==> config.mk <==
export PLATFORM = sky130hd
export DESIGN_NAME = shcs_regs
export DESIGN_NICKNAME = d
export VERILOG_FILES = /design/src/hdl/shcs_pkg.sv /design/src/hdl/shcs_regs.sv
export SDC_FILE = /design/constraint.sdc
export NUM_CORES = 1
export LEC_CHECK = 0
export BUFFER_PORTS_ARGS = -buffer_cell sky130_fd_sc_hd__buf_2
export CORE_UTILIZATION = 33
export CTS_BUF_LIST = sky130_fd_sc_hd__clkbuf_8
export DETAILED_ROUTE_END_ITERATION = 6
export PLACE_DENSITY_LB_ADDON = 0.3
export RECOVER_POWER = 50
export SYNTH_ARGS = -nofsm -noshare
export SYNTH_HDL_FRONTEND = slang
export SYNTH_SLANG_ARGS = --single-unit
==> constraint.sdc <==
create_clock -name aclk -period 2 [get_ports aclk]
set_input_delay 0 -clock aclk [delete_from_list [all_inputs] [get_ports aclk]]
set_output_delay 0 -clock aclk [all_outputs]
set_load 0.05 [all_outputs]
==> src/hdl/shcs_pkg.sv <==
// Package: offsets, field positions and reset values of the handler control and state block
package shcs_pkg;
  // ==========================================================
  // Register offsets (byte addresses)
  localparam logic [3:0]  HCS_OFF      = 4'h0;
  localparam logic [3:0]  IRQ_STAT_OFF = 4'h4;
  localparam logic [3:0]  IRQ_MASK_OFF = 4'h8;
  // ==========================================================
  // Field positions of handler_control_state
  localparam int          PROT_EN_BIT    = 16;
  localparam int          SVC_PEND_BIT   = 15;
  localparam int          BUS_PEND_BIT   = 14;
  localparam int          PROT_PEND_BIT  = 13;
  localparam int          USAGE_PEND_BIT = 12;
  localparam int          TICK_ACT_BIT   = 11;
  localparam int          DEFER_ACT_BIT  = 10;
  localparam int          DEBUG_ACT_BIT  = 8;
  localparam int          SVC_ACT_BIT    = 7;
  localparam int          USAGE_ACT_BIT  = 3;
  localparam int          BUS_ACT_BIT    = 1;
  // Writable bits; all others read zero
  localparam logic [31:0] HCS_WMASK      = 32'h0001_fd8a;
  // ==========================================================
  // Reset values and interrupt layout
  localparam logic [31:0] HCS_RESET      = 32'h0000_0000;
  localparam int          IRQ_W          = 2;
  localparam logic [1:0]  IRQ_RESET      = 2'h0;
  localparam int          EV_ESC_BIT     = 0;
  localparam int          EV_REFUSE_BIT  = 1;
  // ==========================================================
  // Bus responses
  localparam logic [1:0]  RESP_OKAY      = 2'h0;
  localparam logic [1:0]  RESP_SLVERR    = 2'h2;
  localparam logic [1:0]  RESP_DECERR    = 2'h3;
endpackage : shcs_pkg

==> src/hdl/shcs_regs.sv <==
// Handler control and state register with AXI4-Lite slave and event interrupt
//
// Our own choices: the AXI4-Lite slave port and the address map.
`timescale 1ns/1ps
module shcs_regs (
  // Clock, reset, enable
  input  wire logic        aclk,
  input  wire logic        aresetn,
  input  wire logic        ce,
  // AXI4-Lite write
  input  wire logic [3:0]  awaddr,
  input  wire logic [2:0]  awprot,
  input  wire logic        awvalid,
  output logic             awready,
  input  wire logic [31:0] wdata,
  input  wire logic [3:0]  wstrb,
  input  wire logic        wvalid,
  output logic             wready,
  output logic [1:0]       bresp,
  output logic             bvalid,
  input  wire logic        bready,
  // AXI4-Lite read
  input  wire logic [3:0]  araddr,
  input  wire logic [2:0]  arprot,
  input  wire logic        arvalid,
  output logic             arready,
  output logic [31:0]      rdata,
  output logic [1:0]       rresp,
  output logic             rvalid,
  input  wire logic        rready,
  // Core exception events, one-cycle pulses
  input  wire logic [3:0]  pend_set,
  input  wire logic [3:0]  pend_clr,
  input  wire logic [5:0]  act_set,
  input  wire logic [5:0]  act_clr,
  input  wire logic        prot_fault_req,
  // Flag state and fault routing
  output logic             prot_fault_enable,
  output logic [3:0]       pending,
  output logic [5:0]       active,
  output logic             prot_fault_take,
  output logic             hard_fault_take,
  output logic             irq
);
  // ==========================================================
  // Field mapping
  function automatic logic [31:0] pend_map(input logic [3:0] p);
    pend_map = 32'h0;
    pend_map[shcs_pkg::SVC_PEND_BIT]   = p[3];
    pend_map[shcs_pkg::BUS_PEND_BIT]   = p[2];
    pend_map[shcs_pkg::PROT_PEND_BIT]  = p[1];
    pend_map[shcs_pkg::USAGE_PEND_BIT] = p[0];
  endfunction : pend_map

  function automatic logic [31:0] act_map(input logic [5:0] a);
    act_map = 32'h0;
    act_map[shcs_pkg::TICK_ACT_BIT]  = a[5];
    act_map[shcs_pkg::DEFER_ACT_BIT] = a[4];
    act_map[shcs_pkg::DEBUG_ACT_BIT] = a[3];
    act_map[shcs_pkg::SVC_ACT_BIT]   = a[2];
    act_map[shcs_pkg::USAGE_ACT_BIT] = a[1];
    act_map[shcs_pkg::BUS_ACT_BIT]   = a[0];
  endfunction : act_map

  function automatic logic [31:0] strb_mask(input logic [3:0] s);
    for (int i = 0; i < 4; i++) begin
      strb_mask[i*8 +: 8] = {8{s[i]}};
    end
  endfunction : strb_mask

  // ==========================================================
  // State
  logic [31:0]              hcs;
  logic [shcs_pkg::IRQ_W-1:0] stat;
  logic [shcs_pkg::IRQ_W-1:0] mask;
  logic                     aw_hold;
  logic                     w_hold;
  logic [3:0]               awaddr_q;
  logic                     awpriv_q;
  logic [31:0]              wdata_q;
  logic [3:0]               wstrb_q;

  // ==========================================================
  // Write channel decode; address and data may arrive in either order
  wire        aw_take = awvalid && awready;
  wire        w_take  = wvalid && wready;
  wire [3:0]  wa      = aw_hold ? awaddr_q : awaddr;
  wire        wpriv   = aw_hold ? awpriv_q : awprot[0];
  wire [31:0] wd_raw  = w_hold ? wdata_q : wdata;
  wire [31:0] wm      = strb_mask(w_hold ? wstrb_q : wstrb);
  wire        wr_fire = ce && (aw_hold || aw_take) && (w_hold || w_take) && !bvalid;
  wire        w_hit   = wa == shcs_pkg::HCS_OFF || wa == shcs_pkg::IRQ_STAT_OFF ||
                        wa == shcs_pkg::IRQ_MASK_OFF;
  wire        wr_ok   = wr_fire && wpriv && w_hit;
  wire        hcs_wr  = wr_ok && wa == shcs_pkg::HCS_OFF;
  wire [31:0] wd      = (wd_raw & wm) | (hcs & ~wm);
  wire        stat_wr = wr_ok && wa == shcs_pkg::IRQ_STAT_OFF;
  wire        mask_wr = wr_ok && wa == shcs_pkg::IRQ_MASK_OFF;

  assign awready = ce && !aw_hold && !bvalid;
  assign wready  = ce && !w_hold && !bvalid;

  // ==========================================================
  // Read channel decode
  wire        ar_take = arvalid && arready;
  wire        r_hit   = araddr == shcs_pkg::HCS_OFF || araddr == shcs_pkg::IRQ_STAT_OFF ||
                        araddr == shcs_pkg::IRQ_MASK_OFF;
  wire        rd_ok   = arprot[0] && r_hit;
  wire [31:0] rd_mux  = (araddr == shcs_pkg::HCS_OFF) ? hcs :
                        (araddr == shcs_pkg::IRQ_STAT_OFF) ? {30'h0, stat} :
                        {30'h0, mask};
  wire        refused = (wr_fire && !wpriv) || (ce && ar_take && !arprot[0]);

  assign arready = ce && !rvalid;

  // ==========================================================
  // Flag update: hardware set wins over a write and over a hardware clear
  wire        esc     = ce && prot_fault_req && !hcs[shcs_pkg::PROT_EN_BIT];
  wire        take    = ce && prot_fault_req && hcs[shcs_pkg::PROT_EN_BIT];
  wire [31:0] hw_set  = pend_map(pend_set | {2'h0, take, 1'b0}) | act_map(act_set);
  wire [31:0] hw_clr  = pend_map(pend_clr) | act_map(act_clr);
  wire [31:0] base    = hcs_wr ? wd : hcs;
  wire [31:0] next_hcs = ((base & ~hw_clr) | hw_set) & shcs_pkg::HCS_WMASK;
  wire [shcs_pkg::IRQ_W-1:0] ev = {refused, esc};
  wire [shcs_pkg::IRQ_W-1:0] next_stat =
    (stat & ~(stat_wr ? wd_raw[shcs_pkg::IRQ_W-1:0] & wm[shcs_pkg::IRQ_W-1:0] : 2'h0)) | ev;
  // Irq follows a new mask at once, not one cycle late
  wire [shcs_pkg::IRQ_W-1:0] next_mask = !mask_wr ? mask :
    (wd_raw[shcs_pkg::IRQ_W-1:0] & wm[shcs_pkg::IRQ_W-1:0]) |
    (mask & ~wm[shcs_pkg::IRQ_W-1:0]);

  always_ff @(posedge aclk) begin
    if (!aresetn) begin
      hcs <= shcs_pkg::HCS_RESET;
      stat <= shcs_pkg::IRQ_RESET;
      mask <= shcs_pkg::IRQ_RESET;
    end else if (ce) begin
      hcs <= next_hcs;
      stat <= next_stat;
      mask <= next_mask;
    end
  end

  // ==========================================================
  // Bus handshake state
  always_ff @(posedge aclk) begin
    if (!aresetn) begin
      aw_hold <= 1'b0;
      w_hold <= 1'b0;
      awaddr_q <= 4'h0;
      awpriv_q <= 1'b0;
      wdata_q <= 32'h0;
      wstrb_q <= 4'h0;
      bvalid <= 1'b0;
      bresp <= shcs_pkg::RESP_OKAY;
    end else if (ce) begin
      aw_hold <= !wr_fire && (aw_hold || aw_take);
      w_hold <= !wr_fire && (w_hold || w_take);
      if (aw_take) begin
        awaddr_q <= awaddr;
        awpriv_q <= awprot[0];
      end
      if (w_take) begin
        wdata_q <= wdata;
        wstrb_q <= wstrb;
      end
      if (wr_fire) begin
        bvalid <= 1'b1;
        bresp <= !w_hit ? shcs_pkg::RESP_DECERR :
                 !wpriv ? shcs_pkg::RESP_SLVERR : shcs_pkg::RESP_OKAY;
      end else if (bready) begin
        bvalid <= 1'b0;
      end
    end
  end

  always_ff @(posedge aclk) begin
    if (!aresetn) begin
      rvalid <= 1'b0;
      rdata <= 32'h0;
      rresp <= shcs_pkg::RESP_OKAY;
    end else if (ce) begin
      if (ar_take) begin
        rvalid <= 1'b1;
        rdata <= rd_ok ? rd_mux : 32'h0;
        rresp <= !r_hit ? shcs_pkg::RESP_DECERR :
                 !arprot[0] ? shcs_pkg::RESP_SLVERR : shcs_pkg::RESP_OKAY;
      end else if (rready) begin
        rvalid <= 1'b0;
      end
    end
  end

  // ==========================================================
  // Fault routing pulses; registered so the core sees clean timing
  always_ff @(posedge aclk) begin
    if (!aresetn) begin
      prot_fault_take <= 1'b0;
      hard_fault_take <= 1'b0;
      irq <= 1'b0;
    end else if (ce) begin
      prot_fault_take <= take;
      hard_fault_take <= esc;
      irq <= |(next_stat & next_mask);
    end
  end

  assign prot_fault_enable = hcs[shcs_pkg::PROT_EN_BIT];
  assign pending = {hcs[shcs_pkg::SVC_PEND_BIT], hcs[shcs_pkg::BUS_PEND_BIT],
                    hcs[shcs_pkg::PROT_PEND_BIT], hcs[shcs_pkg::USAGE_PEND_BIT]};
  assign active  = {hcs[shcs_pkg::TICK_ACT_BIT], hcs[shcs_pkg::DEFER_ACT_BIT],
                    hcs[shcs_pkg::DEBUG_ACT_BIT], hcs[shcs_pkg::SVC_ACT_BIT],
                    hcs[shcs_pkg::USAGE_ACT_BIT], hcs[shcs_pkg::BUS_ACT_BIT]};
endmodule : shcs_regs

==> impl_metrics.py <==
metrics = {
    "timing": {
        "post-route-period-util_pct": 106,
        "fmaxAchievable_ghz": 0.473,
        "finalHoldViolations": 0,
        "final.hold.worst_slack_ns": 0.00367,
        "slew_headroom_pct": 58.3,
        "finalClockSkew_ns": 0.00678,
        "layout_min_cycle_time_ns": 2.12,
        "timing_max_transition_violations_final": 0,
        "setup_slack_ns": -0.116,
        "tightestPinTransition_ns": 0.624,
        "finalSetupTns_ns": -1.11,
        "report.final.setup_viol": 12,
        "unrepaired_setup_endpoints_after_global_routing": "true",
    },
    "synthesis": {
        "syn_inst": 339,
        "ys_seq_elements": 58,
        "synth_async_sr_flop_share_pct": 0,
        "ys_types": 43,
        "yosysWarningCount": 0,
        "post_synth_top_flop": "dfxtp_1",
        "synth-edff-count": 0,
        "post-synth-top-area-cell": "dfxtp_1",
        "synthDominantCellAreaShare_pct": 40.2,
        "ys_seq_area_share_pct": 40.2,
        "syn-mean-instance-area_um2": 8.51,
        "top_cells_by_area_in_the_synthesized_netlist": "dfxtp_1 (40%), mux2i_1 (5.6%), nor2_1 (5.5%)",
        "syn_area_um2": 2890,
    },
    "detailed_routing": {
        "met3_wirelength_um": 498,
        "highest_layer_used_for_signal_routing": "met4",
        "wirelength_um": 8440,
        "detail_route.wl_per_cell_um": 14.3,
        "final_antenna_net_count": 0,
        "via_count_of_the_routed_design": 2911,
        "dr.first_iter.drc_count": 119,
        "drt-met1-wl_um": 3780,
        "routed_via_count_divided_by_cell_count": 4.94,
        "route.met2.wl_um": 4050,
        "drt_pass1_iterations": 5,
        "residual_drc_count": 0,
    },
    "worst_setup_path": {
        "worst-setup-path-type": "flip-flop to flip-flop",
        "cp_slowest_stage_delay_ns": 0.51,
        "cell_with_the_largest_stage_delay_on_the_worst_path": "a2111o_1",
        "cp-end-kind": "flip-flop",
        "crit_path_cell_trace": "or3b_4 -> a2111o_1 -> buf_4 -> nor4_4 -> buf_4 -> o21ai_1 -> a221oi_2",
        "crit_required_ns": 2.25,
        "crit_path_frequent_cell": "buf_4",
        "startpoint_type_of_the_worst_setup_path": "flip-flop",
        "timing.critical_path.arrival_ns": 2.36,
        "cp_max_fo": 7,
        "critical-path-top-delay-family": "compound AO/OA/AOI/OAI gates",
        "number_of_buffer_and_inverter_instances_along_the_worst_setup_path": 2,
    },
    "clock_network": {
        "htreeDepth": 3,
        "cts_root_buf": "clkbuf_8",
        "clkSinkCount": 58,
        "path_clk_slew_ns": 0.07,
        "clk_buf_depth": 2,
        "cts_buffers": 9,
        "tritoncts": "built",
        "clk-insertion-delay-late_ns": 0.33,
    },
    "status": {
        "outcome": "finished, violations left",
        "violations_in_the_final_reports": "negative setup slack",
    },
    "global_routing": {
        "grt_util_all_layers_pct": 19.3,
        "grt_start_max_net_pins": 29,
        "leftover_overflow_at_the_end_of_global_routing": 0,
        "grt_pass1_vias": 2772,
        "grt_pass1_wl_um": 13400,
        "antenna_found_initial": 0,
    },
    "layout": {
        "fin_util_pct": 48.9,
        "count_of_antenna_diodes_in_the_layout": 0,
        "layout-area-overhead-vs-synth_pct": 41.3,
        "finalNonFillerCells": 589,
        "nets": 558,
        "layout.cell_area.non_filler_um2": 4080,
        "n_fill_cell": 837,
        "layout-drive-gt1-share_pct": 26.2,
        "multiInputGateArea_um2": 1570,
        "layout.area.seq_um2": 1160,
    },
    "hold_path": {
        "hold_wc_path_type": "input pin to flip-flop",
    },
    "floorplan": {
        "initial_core_util_pct": 34.6,
        "row_count": 33,
        "die_h_um": 95.5,
        "die-area_um2": 9120,
        "core_area_um2": 8340,
        "floorplan.die.width_um": 95.5,
        "design.portCount": 134,
    },
    "placed_design": {
        "placedInstanceArea_um2": 3480,
        "gp_routability_congestion": 0.801,
        "hpwlAfterDp_um": 6160,
        "numPlacedInstances": 535,
        "numPortBuffers": 88,
        "pre_cts_ws_ns": -0.179,
    },
    "pwr": {
        "totalPowerFinal_mw": 3.02,
        "p_leak_nw": 1.65,
        "p_per_area_nw_per_um2": 741,
        "ir_drop_uv": 366,
    },
    "flow_run": {
        "max_cap_viol_count": 0,
    },
}
## synth_stat cells, types with 2 or more instances
cell type	count
a221oi_2	7
o21a_1	3
o22ai_1	3
a31oi_1	4
o21bai_1	7
o21ai_1	6
clkbuf_1	16
nor4_1	3
buf_4	20
nor3b_1	3
a21oi_1	27
inv_1	12
o221a_2	3
a221oi_1	2
nand2b_1	3
and3b_1	2
nor2_1	42
mux2i_1	16
or3_1	5
nand3_1	5
a211oi_1	3
buf_6	2
o21ai_0	8
nand2_1	39
dfxtp_1	58
nor3_1	5
o211a_1	2
mux2_2	9
a22oi_1	10
## worst register-to-register path: stages, from the launching register on
cell,delay [ns]
dfxtp_2,0.34
or3b_4,0.38
a2111o_1,0.51
buf_4,0.20
nor4_4,0.12
buf_4,0.19
o21ai_1,0.08
a221oi_2,0.22
## kinds of logic (layout without fill, tap and decap cells)
| kind of cell | count (synthesis) | in the layout | share of synthesized area (%) |
|---|---|---|---|
| flip-flops | 58 | 58 | 40.2 |
| multiplexers | 25 | 25 | 9.06 |
| AND/OR/NAND/NOR | 113 | 113 | 18.2 |
| AO/OA/AOI/OAI | 91 | 91 | 22.6 |
| other | 1 | 20 | 0.130 |
| buffers and inverters | 51 | 177 | 9.80 |
## power by group
group	switching, mW	leakage, nW	internal (mW)	total (mW)
registers	0.0350	0.474	1.21	1.24
clock network	0.479	0.105	0.636	1.12
logic	0.427	1.07	0.233	0.660
## metal layers
layer / up-vias / global-route usage [%]
li1: 1440 / -
met1: 1372 / 23.8
met2: 89 / 32.7
met3: 10 / 4.39
met4: 0 / 6.84
met5: - / 0
## cell usage in the layout (no fill, tap or decap), types with 4 or more instances in the layout
cell / count
dfxtp_1: 56
buf_2: 55
nor2_1: 41
nand2_1: 39
dlygate4sd3_1: 36
clkbuf_1: 34
a21oi_1: 27
buf_4: 22
conb_1: 20
mux2i_1: 16
inv_1: 12
clkbuf_8: 11
a22oi_1: 10
mux2_2: 9
o21ai_0: 8
o21bai_1: 7
a221oi_2: 7
o21ai_1: 6
nand3_1: 5
a31oi_1: 4
or3_1: 4
nor3_1: 4
## flip-flops by register name (all words and copies together), names as in the netlist, 2 cells and up, named ones only
register	count
wstrb_q	3
rresp	2
wdata_q	12
rdata	12
awaddr_q	4
bresp	2
hcs	10
stat	2
mask	2
## timing repair
| action | in CTS | in global routing |
|---|---|---|
| setup endpoints to repair | 13 | 14 |
| hold buffers | 36 | 0 |
| buffers inserted | 0 | 2 |
| gates resized for setup | 3 | 7 |
| endpoints found under the hold margin | 32 | 0 |
| pin swaps | 3 | 6 |
## cell type report
cell class              instances  share of cell area [%]
multi-input cells             249                    38.6
flip-flops and latches         58                    28.5
repair buffers                149                    23.5
clock buffers                  11                    3.71
well taps                     105                    3.22
clock inverters                 5                    1.29
inverters                      12                    1.10
## worst paths after layout
path	start	slack, ns	cells past startpoint	to
setup / recovery	aw_hold	-0.12	7	hcs[14]
hold / removal	aresetn	0.004	2	mask[1]
setup reg to reg	aw_hold	-0.12	7	hcs[14]
hold reg to reg	wdata_q[7]	0.46	2	wdata_q[7]
Power figures use the tool's default switching activity.
